[config.mk]
export PLATFORM = sky130hd
export DESIGN_NAME = fmsd_top
export DESIGN_NICKNAME = d
export VERILOG_FILES = /design/src/hdl/fmsd_sticky.v /design/src/hdl/fmsd_pwm.v /design/src/hdl/fmsd_top.v
export VERILOG_INCLUDE_DIRS = /design/src /design/src/hdl
export SDC_FILE = /design/constraint.sdc
export NUM_CORES = 1
export LEC_CHECK = 0
export ABC_AREA = 1
export ABC_CLOCK_PERIOD_IN_PS = 3100
export BUFFER_PORTS_ARGS = -buffer_cell sky130_fd_sc_hd__buf_2
export CORE_MARGIN = 2
export CORE_UTILIZATION = 25
export DETAILED_ROUTE_END_ITERATION = 10
export HOLD_SLACK_MARGIN = 0.1
export PLACE_DENSITY = 0.4
export SYNTH_ARGS = -nofsm -noshare
export SYNTH_HDL_FRONTEND = slang
export SYNTH_SLANG_ARGS = --single-unit
[constraint.sdc]
create_clock -name clock -period 3.1 [get_ports clock]
set_input_delay 0.62 -clock clock [delete_from_list [all_inputs] [get_ports clock]]
set_output_delay 0.62 -clock clock [all_outputs]
set_load 0.03 [all_outputs]
[src/hdl/fmsd_regs.vh]
`ifndef FMSD_REGS_VH
`define FMSD_REGS_VH

////////////////////////////////////////////////////////////////////////////
// Register offsets
`define FMSD_ADDR_STATUS1    8'h02
`define FMSD_ADDR_STATUS2    8'h03
`define FMSD_ADDR_DUTY       8'h22

// Reset values
`define FMSD_RST_STATUS      8'h00
`define FMSD_RST_DUTY        8'h55

// Status 1 field positions
`define FMSD_S1_REMOTE_LOW   3
`define FMSD_S1_REMOTE_HIGH  2
`define FMSD_S1_FAN_SLOW     1
`define FMSD_S1_OVERSPEED    0

// Status 2 field positions
`define FMSD_S2_SHUT_INPUT   7
`define FMSD_S2_LOCAL_SHUT   6
`define FMSD_S2_PASSIVE      5
`define FMSD_S2_LOCAL_CRIT   4
`define FMSD_S2_REMOTE_CRIT  3

////////////////////////////////////////////////////////////////////////////
// Duty codes: 0x00 is 0 %, 0xFF is 100 %, one step is 0.392 %
`define FMSD_DUTY_FULL       8'hFF
`define FMSD_DUTY_ZERO       8'h00
// Below 30 % means code 76 or less; 0x4D drives 30.2 %
`define FMSD_DUTY_MIN_SPEED  8'h4D
// Below 7 % means code 17 or less
`define FMSD_DUTY_MIN_DUTY   8'h12
// Counter wraps after 255 steps so that 0xFF stays high
`define FMSD_PWM_LAST        8'hFE

// Shutdown re-arm hysteresis, degrees C at one degree per LSB
`define FMSD_HYST_DEGC       9'h005
// Consecutive slow detections that declare a failed fan
`define FMSD_FAIL_COUNT      3'h5

////////////////////////////////////////////////////////////////////////////
// Timing
`define FMSD_CLK_MHZ         200
`define FMSD_MON_PERIOD_US   1000
`define FMSD_MON_CYCLES      (`FMSD_MON_PERIOD_US * `FMSD_CLK_MHZ)
`define FMSD_PWM_DIV         31

`endif

[src/hdl/fmsd_sticky.v]
`timescale 1ns/1ps
`include "fmsd_regs.vh"

// Bank of sticky flags: set wins over a same-cycle clear
module fmsd_sticky #(
  parameter W = 9
) (
  input  wire         clock,
  input  wire         rst,
  input  wire [W-1:0] set,
  input  wire [W-1:0] clr,
  output wire [W-1:0] flag
);

  reg [W-1:0] flag_q;

  ////////////////////////////////////////////////////////////////////////////
  // One flop per flag
  genvar i;
  generate
    for (i = 0; i < W; i = i + 1) begin : g_bit
      always @(posedge clock or posedge rst) begin
        if (rst) begin
          flag_q[i] <= 1'b0;
        end else if (set[i]) begin
          flag_q[i] <= 1'b1; // Event never lost to a read
        end else if (clr[i]) begin
          flag_q[i] <= 1'b0;
        end
      end
    end
  endgenerate

  assign flag = flag_q;

endmodule // fmsd_sticky

[src/hdl/fmsd_pwm.v]
`timescale 1ns/1ps
`include "fmsd_regs.vh"

// Eight-bit PWM, 255 steps per period, output from a flop
module fmsd_pwm (
  input  wire       clock,
  input  wire       rst,
  input  wire       step,
  input  wire [7:0] duty,
  output reg        pwm
);

  reg [7:0] phase;

  ////////////////////////////////////////////////////////////////////////////
  // Phase runs 0..254 so code 0xFF is high all period
  always @(posedge clock or posedge rst) begin
    if (rst) begin
      phase <= 8'h00;
      pwm   <= 1'b0;
    end else if (step) begin
      if (phase == `FMSD_PWM_LAST) begin
        phase <= 8'h00;
      end else begin
        phase <= phase + 8'h01;
      end
      pwm <= (phase < duty);
    end
  end

endmodule // fmsd_pwm

[src/hdl/fmsd_top.v]
`timescale 1ns/1ps
`include "fmsd_regs.vh"

module fmsd_top #(
  parameter MON_CYCLES = `FMSD_MON_CYCLES
) (
  input  wire        clock,
  input  wire        rst,
  // Register access
  input  wire        reg_rd,
  input  wire        reg_wr,
  input  wire [7:0]  reg_addr,
  input  wire [7:0]  reg_wdata,
  output reg  [7:0]  reg_rdata,
  // Measurements and limits, signed degrees C
  input  wire [7:0]  remote_temp,
  input  wire [7:0]  remote_low_limit,
  input  wire [7:0]  remote_high_limit,
  input  wire [7:0]  remote_crit_limit,
  input  wire [7:0]  local_temp,
  input  wire [7:0]  local_shutdown_limit,
  input  wire [7:0]  local_crit_limit,
  input  wire [7:0]  control_temp,
  input  wire [7:0]  passive_temp,
  // Tachometer, larger count is slower fan
  input  wire [15:0] tach_count,
  input  wire [15:0] tach_low_limit,
  input  wire [15:0] tach_high_limit,
  input  wire        spinup_active,
  // Control modes and enables
  input  wire        tach_sampling_mode,
  input  wire        mode_sw_speed,
  input  wire        mode_sw_duty,
  input  wire        mode_auto,
  input  wire [7:0]  loop_duty,
  input  wire        overheat_alert_enable,
  input  wire        passive_alert_enable,
  input  wire        fan_range_alert_enable,
  // Shutdown pin, open drain
  input  wire        hot_shutdown_pin_i,
  output reg         hot_shutdown_pin_o,
  output reg         hot_shutdown_pin_oe,
  // Outputs
  output reg         alert_n,
  output reg         overtemp_output_n,
  output reg         fan_fault_n,
  output wire        pwm_out
);

  ////////////////////////////////////////////////////////////////////////////
  // Flag vector layout inside the sticky bank
  localparam F_OVERSPEED   = 0;
  localparam F_FAN_SLOW    = 1;
  localparam F_REMOTE_HIGH = 2;
  localparam F_REMOTE_LOW  = 3;
  localparam F_REMOTE_CRIT = 4;
  localparam F_LOCAL_CRIT  = 5;
  localparam F_PASSIVE     = 6;
  localparam F_LOCAL_SHUT  = 7;
  localparam F_SHUT_INPUT  = 8;

  localparam PWM_DIV = `FMSD_PWM_DIV;

  reg  [31:0] mon_cnt;
  reg         mon_tick;
  reg  [7:0]  pwm_div_cnt;
  reg         pwm_step;
  reg         spinup_prev;
  reg  [2:0]  slow_run;
  reg         overspeed_armed;
  reg         shut_armed;
  reg  [7:0]  duty_setting;
  reg  [8:0]  flag_set;
  reg  [8:0]  flag_clr;
  reg  [7:0]  next_rdata;
  reg  [7:0]  duty_calc;
  reg  [7:0]  duty_drive;
  reg         clamp_active;
  wire [8:0]  flags;

  ////////////////////////////////////////////////////////////////////////////
  // Monitoring-cycle divider, one-cycle enable
  always @(posedge clock or posedge rst) begin
    if (rst) begin
      mon_cnt  <= 32'h0000_0000;
      mon_tick <= 1'b0;
    end else if (mon_cnt == MON_CYCLES - 1) begin
      mon_cnt  <= 32'h0000_0000;
      mon_tick <= 1'b1;
    end else begin
      mon_cnt  <= mon_cnt + 32'h0000_0001;
      mon_tick <= 1'b0;
    end
  end

  // PWM step divider
  always @(posedge clock or posedge rst) begin
    if (rst) begin
      pwm_div_cnt <= 8'h00;
      pwm_step    <= 1'b0;
    end else if (pwm_div_cnt == PWM_DIV[7:0] - 8'h01) begin
      pwm_div_cnt <= 8'h00;
      pwm_step    <= 1'b1;
    end else begin
      pwm_div_cnt <= pwm_div_cnt + 8'h01;
      pwm_step    <= 1'b0;
    end
  end

  ////////////////////////////////////////////////////////////////////////////
  // Limit comparisons, temperatures are two's complement
  wire rt_low   = $signed(remote_temp) <= $signed(remote_low_limit);
  wire rt_high  = $signed(remote_temp) >= $signed(remote_high_limit);
  wire rt_crit  = $signed(remote_temp) >= $signed(remote_crit_limit);
  wire lt_crit  = $signed(local_temp)  >= $signed(local_crit_limit);
  wire lt_shut  = $signed(local_temp)  >  $signed(local_shutdown_limit);
  wire ct_psv   = $signed(control_temp) <= $signed(passive_temp);
  wire fan_slow = tach_count >= tach_low_limit;
  wire fan_fast = tach_count <= tach_high_limit;

  // Re-arm point: shutdown limit minus hysteresis, one bit wider
  wire signed [8:0] shut_rearm = $signed({local_shutdown_limit[7],
                                          local_shutdown_limit})
                                 - $signed(`FMSD_HYST_DEGC);
  wire lt_cooled = $signed({local_temp[7], local_temp}) <= shut_rearm;

  // Pin pulled low by someone else while we release it
  wire ext_shut = ~hot_shutdown_pin_i & ~hot_shutdown_pin_oe;

  // Spin-up just finished
  wire spinup_end = spinup_prev & ~spinup_active;

  // Read strobes for the two status registers
  wire rd_s1 = reg_rd & (reg_addr == `FMSD_ADDR_STATUS1);
  wire rd_s2 = reg_rd & (reg_addr == `FMSD_ADDR_STATUS2);

  ////////////////////////////////////////////////////////////////////////////
  // Flag set terms, all sampled on the monitoring tick except the spin-up end term
  always @* begin
    flag_set = 9'h000;
    flag_set[F_REMOTE_LOW]  = mon_tick & rt_low;
    flag_set[F_REMOTE_HIGH] = mon_tick & rt_high;
    flag_set[F_FAN_SLOW]    = (mon_tick & ~spinup_active
                               & fan_slow)
                              | spinup_end;
    flag_set[F_OVERSPEED]   = mon_tick & fan_fast
                              & overspeed_armed;
    flag_set[F_SHUT_INPUT]  = mon_tick & ext_shut;
    flag_set[F_LOCAL_SHUT]  = mon_tick & lt_shut
                              & shut_armed;
    flag_set[F_PASSIVE]     = mon_tick & ct_psv;
    flag_set[F_LOCAL_CRIT]  = mon_tick & lt_crit;
    flag_set[F_REMOTE_CRIT] = mon_tick & rt_crit;
  end

  // A read clears exactly the bits it returns
  always @* begin
    flag_clr = 9'h000;
    flag_clr[F_REMOTE_LOW]  = rd_s1;
    flag_clr[F_REMOTE_HIGH] = rd_s1;
    flag_clr[F_FAN_SLOW]    = rd_s1;
    flag_clr[F_OVERSPEED]   = rd_s1;
    flag_clr[F_SHUT_INPUT]  = rd_s2;
    flag_clr[F_LOCAL_SHUT]  = rd_s2;
    flag_clr[F_PASSIVE]     = rd_s2;
    flag_clr[F_LOCAL_CRIT]  = rd_s2;
    flag_clr[F_REMOTE_CRIT] = rd_s2;
  end

  fmsd_sticky #(
    .W (9)
  ) u_flags (
    .clock (clock),
    .rst   (rst),
    .set   (flag_set),
    .clr   (flag_clr),
    .flag  (flags)
  );

  ////////////////////////////////////////////////////////////////////////////
  // Spin-up edge tracking
  always @(posedge clock or posedge rst) begin
    if (rst) begin
      spinup_prev <= 1'b0;
    end else begin
      spinup_prev <= spinup_active;
    end
  end

  // Consecutive slow count; spin-up ticks neither count nor reset
  always @(posedge clock or posedge rst) begin
    if (rst) begin
      slow_run <= 3'h0;
    end else if (mon_tick & ~spinup_active) begin
      if (~fan_slow) begin
        slow_run <= 3'h0;
      end else if (slow_run != `FMSD_FAIL_COUNT) begin
        slow_run <= slow_run + 3'h1;
      end
    end
  end

  // Overspeed re-arms only once the fan is below the maximum again
  always @(posedge clock or posedge rst) begin
    if (rst) begin
      overspeed_armed <= 1'b1;
    end else if (mon_tick & ~fan_fast) begin
      overspeed_armed <= 1'b1;
    end else if (rd_s1 & flags[F_OVERSPEED]
                 & ~flag_set[F_OVERSPEED]) begin
      overspeed_armed <= 1'b0;
    end
  end

  // Shutdown flag held off after a clear until 5C of cooling
  always @(posedge clock or posedge rst) begin
    if (rst) begin
      shut_armed <= 1'b1;
    end else if (mon_tick & lt_cooled) begin
      shut_armed <= 1'b1;
    end else if (rd_s2 & flags[F_LOCAL_SHUT]
                 & ~flag_set[F_LOCAL_SHUT]) begin
      shut_armed <= 1'b0;
    end
  end

  ////////////////////////////////////////////////////////////////////////////
  // Duty register; in other modes it is only the shadow copy
  always @(posedge clock or posedge rst) begin
    if (rst) begin
      duty_setting <= `FMSD_RST_DUTY;
    end else if (reg_wr & (reg_addr == `FMSD_ADDR_DUTY)) begin
      duty_setting <= reg_wdata;
    end
  end

  // Calculated duty, then the clamps and the shutdown override
  always @* begin
    duty_calc    = mode_sw_duty ? duty_setting : loop_duty;
    duty_drive   = duty_calc;
    clamp_active = 1'b0;
    if (~tach_sampling_mode & mode_sw_speed
        & (duty_calc < `FMSD_DUTY_MIN_SPEED)) begin
      duty_drive   = `FMSD_DUTY_MIN_SPEED;
      clamp_active = 1'b1;
    end else if (~tach_sampling_mode & (mode_sw_duty | mode_auto)
                 & (duty_calc < `FMSD_DUTY_MIN_DUTY)) begin
      duty_drive   = `FMSD_DUTY_ZERO;
      clamp_active = 1'b1;
    end
    // Full speed wins over any clamp while another device holds the pin low
    if (ext_shut) begin
      duty_drive   = `FMSD_DUTY_FULL;
      clamp_active = 1'b0;
    end
  end

  fmsd_pwm u_pwm (
    .clock (clock),
    .rst   (rst),
    .step  (pwm_step),
    .duty  (duty_drive),
    .pwm   (pwm_out)
  );

  ////////////////////////////////////////////////////////////////////////////
  // Read data mux; unmapped offsets and absent bits read zero
  always @* begin
    next_rdata = 8'h00;
    case (reg_addr)
      `FMSD_ADDR_STATUS1: begin
        next_rdata[`FMSD_S1_REMOTE_LOW]  = flags[F_REMOTE_LOW];
        next_rdata[`FMSD_S1_REMOTE_HIGH] = flags[F_REMOTE_HIGH];
        next_rdata[`FMSD_S1_FAN_SLOW]    = flags[F_FAN_SLOW];
        next_rdata[`FMSD_S1_OVERSPEED]   = flags[F_OVERSPEED];
      end
      `FMSD_ADDR_STATUS2: begin
        // Low three bits stay at zero
        next_rdata[`FMSD_S2_SHUT_INPUT]  = flags[F_SHUT_INPUT];
        next_rdata[`FMSD_S2_LOCAL_SHUT]  = flags[F_LOCAL_SHUT];
        next_rdata[`FMSD_S2_PASSIVE]     = flags[F_PASSIVE];
        next_rdata[`FMSD_S2_LOCAL_CRIT]  = flags[F_LOCAL_CRIT];
        next_rdata[`FMSD_S2_REMOTE_CRIT] = flags[F_REMOTE_CRIT];
      end
      `FMSD_ADDR_DUTY: begin
        next_rdata = clamp_active ? duty_calc : duty_drive;
      end
      default: begin
        next_rdata = 8'h00;
      end
    endcase
  end

  // Read data captured on the strobe, held until the next read
  always @(posedge clock or posedge rst) begin
    if (rst) begin
      reg_rdata <= 8'h00;
    end else if (reg_rd) begin
      reg_rdata <= next_rdata;
    end
  end

  ////////////////////////////////////////////////////////////////////////////
  // Pins, all registered so nothing glitches onto a wire
  always @(posedge clock or posedge rst) begin
    if (rst) begin
      hot_shutdown_pin_o  <= 1'b0;
      hot_shutdown_pin_oe <= 1'b0;
      overtemp_output_n   <= 1'b1;
      fan_fault_n         <= 1'b1;
      alert_n             <= 1'b1;
    end else begin
      // Open drain: only ever drives low
      hot_shutdown_pin_o  <= 1'b0;
      hot_shutdown_pin_oe <= flags[F_LOCAL_SHUT];
      overtemp_output_n   <= ~(flags[F_LOCAL_CRIT]
                               | flags[F_REMOTE_CRIT]);
      // Fed by the slow count only, never by overspeed
      fan_fault_n <= ~(slow_run == `FMSD_FAIL_COUNT);
      alert_n <= ~((fan_range_alert_enable
                    & (flags[F_FAN_SLOW]
                       | flags[F_OVERSPEED]))
                   | (overheat_alert_enable
                      & flags[F_LOCAL_SHUT])
                   | (passive_alert_enable
                      & flags[F_PASSIVE])
                   | flags[F_LOCAL_CRIT]
                   | flags[F_REMOTE_CRIT]);
    end
  end

endmodule // fmsd_top

==> key figures <==
Run status
  • Outcome: finished clean

Timing
  • Final Slew Violations: 0
  • Relative slew slack: 0.5604
  • Crit path setup slack, layout: 640.4 ps
  • Worst setup skew after layout: 7.136 ps
  • Number of hold violations in the final report: 0
  • Worst-margin pin slew: 653.4 ps
  • Minimum clock period: 2460 ps
  • Final sum of negative setup slack: 0 ps
  • Setup repair after global routing missed its margin: false
  • Worst Hold Slack: 316.0 ps
  • Share of the cycle needed by the critical path after routing: 0.7934
  • Setup violation total in the final timing report: 0
  • Achievable frequency: 406.6 MHz

Clock network
  • Number of hold-repair buffers added at the cts stage: 0
  • Clock transition time at the flip-flop clock pins of the worst setup and hold paths: 60 ps
  • Clk sink count: 86
  • Setup Buffers After CTS: 0
  • Source-to-sink clock delay at the later pin of the worst-skew pair: 340 ps
  • H-tree levels: 3
  • Bufs on Longest Clock Path: 2
  • PostCTS Resize Cnt: 0
  • Clk Tree Root Cell: sky130_fd_sc_hd__clkbuf_16
  • Clock buffers created by TritonCTS: 9
  • TritonCTS clock tree: yes

Power and ir drop
  • IR Drop Worst-Case VDD: 0.0002332 V
  • Leakage power total: 4.751 nW
  • Total power after layout: 2.760 mW
  • Power density relative to cell area: 321.7 mW/mm^2

Critical path
  • Data required, critical path: 3380 ps
  • R2r worst-path depth: 13
  • Crit. End Element: register
  • Critical-path maximum fanout: 15
  • Crit Path Category: in -> reg
  • Critical Path Source Type: input pin
  • Worst EP arrival: 2740 ps

Yosys
  • Post-synth EDFFs: 0
  • Sequential share of the synthesized area: 0.3114
  • Distinct cells, synth: 45
  • Mean instance size in the synthesized netlist: 7.430 um^2
  • Syn Inst Count: 935
  • Most used flip-flop cell after synthesis: sky130_fd_sc_hd__dfrtp_1
  • Summed instance area of the synthesized netlist: 0.006947 mm^2
  • Flip-flop and latch count after synthesis: 86
  • Async set-or-reset flop fraction in the synthesized netlist: 1.000
  • Ys Warns: 0
  • Syn Nets: 1,196

GRT
  • Total global routing track utilization: 0.1340
  • Initial antenna violation count: 2
  • Global-route wire length before repair: 31.06 mm
  • Global-route congestion overflow total: 0
  • Via count of the first global-routing pass: 6,149
  • Largest net degree at the start of global routing: 38

Floorplanning
  • # IOs: 171
  • Height of the chip: 170.7 um
  • Die Width: 170.7 um
  • Initial Utilization: 0.2521
  • Row count: 61
  • Core Box Area: 0.02755 mm^2
  • Die Area: 0.02914 mm^2

Placement
  • Placed inst area: 0.008275 mm^2
  • Half-perimeter wire length after detailed placement: 15.98 mm
  • Final GP Congestion: 0.8101
  • Number of placed instances, taps included: 1,482
  • Input/output buffers: 169
  • Placement-stage worst setup slack: 336.9 ps

Cells and area
  • Most frequent cells in the layout: sky130_fd_sc_hd__inv_1, sky130_fd_sc_hd__nand2_1, sky130_fd_sc_hd__buf_2
  • Final layout net count: 1,376
  • Area added between synthesis and finish: 23.52%
  • Non-Filler Cell Area, Final: 0.008581 mm^2
  • Utilization of the core after routing: 0.3114
  • Share of final-layout standard cells stronger than drive strength 1: 0.1982
  • Post-Layout Cell Count: 1,499
  • Leading cell type in the layout, fill and taps excluded: sky130_fd_sc_hd__inv_1

Detailed routing
  • Per-cell via count in the routed design: 4.151
  • Routed len/inst: 12.45 um
  • Number of remaining DRC errors: 0
  • Wire length after detailed routing: 18.67 mm
  • Number of nets with antenna violations after detailed routing: 0
  • Number of DRC markers after the initial detailed-route iteration: 263
  • Via count: 6,223
  • First-pass iteration count of the detailed router: 4

Flow run
  • MaxCap Viol Count: 0

Min path
  • Hold WC Path Type: in -> async
area by class of cell:
class                           count  area [um^2]
Multi-Input combinational cell    639         3976
Clock buffer                       13        260.3
Sequential cell                    86         2163
Inverter                          206        774.5
Tap cell                          378        473.0
Antenna cell                        1        2.502
Timing Repair Buffer              173        888.4
Fill cell                        3068        18970
Clock inverter                      3        42.54
cells in the mapped netlist (3+ instances only):
| cell | number | area [um^2] |
|---|---|---|
| sky130_fd_sc_hd__inv_1 | 201 | 754.5 |
| sky130_fd_sc_hd__nand2_1 | 180 | 675.7 |
| sky130_fd_sc_hd__ha_1 | 104 | 1301 |
| sky130_fd_sc_hd__nor2_1 | 78 | 292.8 |
| sky130_fd_sc_hd__dfrtp_1 | 77 | 1927 |
| sky130_fd_sc_hd__a21oi_1 | 54 | 270.3 |
| sky130_fd_sc_hd__o21ai_0 | 44 | 220.2 |
| sky130_fd_sc_hd__nand3_1 | 32 | 160.2 |
| sky130_fd_sc_hd__xor2_1 | 28 | 245.2 |
| sky130_fd_sc_hd__nor3_1 | 26 | 130.1 |
| sky130_fd_sc_hd__nand4_1 | 15 | 93.84 |
| sky130_fd_sc_hd__nand2_2 | 11 | 68.82 |
| sky130_fd_sc_hd__dfstp_2 | 9 | 236.5 |
| sky130_fd_sc_hd__nor4_1 | 9 | 56.30 |
| sky130_fd_sc_hd__o211ai_1 | 6 | 45.04 |
| sky130_fd_sc_hd__xnor2_1 | 6 | 52.55 |
| sky130_fd_sc_hd__a21boi_0 | 4 | 30.03 |
| sky130_fd_sc_hd__and3_1 | 4 | 25.02 |
| sky130_fd_sc_hd__o221ai_1 | 4 | 35.03 |
| sky130_fd_sc_hd__a31oi_1 | 3 | 18.77 |
| sky130_fd_sc_hd__clkinv_1 | 3 | 11.26 |
| sky130_fd_sc_hd__nor2_2 | 3 | 18.77 |
| sky130_fd_sc_hd__o21bai_1 | 3 | 22.52 |
| sky130_fd_sc_hd__o22ai_1 | 3 | 18.77 |
routing by layer:
metal / GRT usage / share of wire
met1: 0.1863 / 0.50
met2: 0.2126 / 0.44
met3: 0.02267 / 0.045
met4: 0.03939 / 0.012
met5: 0 / 0.00070
cell families after synthesis:
kind of cell | Yosys count | share of synthesized area
AOI/OAI and AO/OA | 131 | 0.1068
xor gates and xnor gates | 34 | 0.04287
adders and majority gates | 104 | 0.1873
buffers and inverters | 210 | 0.1162
DFF | 86 | 0.3114
muxes | 1 | 0.001621
other | 1 | 0.0005398
and+or+nand+nor | 368 | 0.2332
path summary, 6_finish.rpt:
path / from / end / slack [ps]
max: mode_sw_duty / u_pwm.pwm / 640
min: rst / mon_cnt[23] / 320
max reg2reg: duty_setting[6] / u_pwm.pwm / 850
min reg2reg: u_flags.flag[4] / overtemp_output_n / 410
max in group asynchronous: rst / duty_setting[6] / 2030
min in group clock: u_flags.flag[4] / overtemp_output_n / 410
where the power goes:
group          switching [mW]  internal, mW  total, mW  leakage [nW]
logic                   0.278         0.216      0.493          3.53
registers             0.00776          1.14       1.15          1.08
clock network           0.447         0.668       1.11         0.146
total                   0.732          2.03       2.76          4.75
worst max-delay path, cell delays in order:
cell and delay, ps:
sky130_fd_sc_hd__buf_2 250, sky130_fd_sc_hd__inv_2 170, sky130_fd_sc_hd__nand2_1 90, sky130_fd_sc_hd__nand2_1 120, sky130_fd_sc_hd__nand2_1 100, sky130_fd_sc_hd__nor2_1 50
sky130_fd_sc_hd__nand2_1 70, sky130_fd_sc_hd__nand3_2 110, sky130_fd_sc_hd__o21ai_0 200, sky130_fd_sc_hd__ha_1 280, sky130_fd_sc_hd__a21oi_1 140, sky130_fd_sc_hd__nor2_1 50
sky130_fd_sc_hd__a2111oi_0 310, sky130_fd_sc_hd__nand2_1 110, sky130_fd_sc_hd__nand2_1 70
flip-flops by register name, summed over array words and instances, names as in the netlist, 3 cells and up:
register and count:
reg_rdata 8, duty_setting 8, mon_cnt 32, pwm_div_cnt 8, u_flags.flag 9, slow_run 3
u_pwm.phase 8
(Power assumes the default switching activity.)
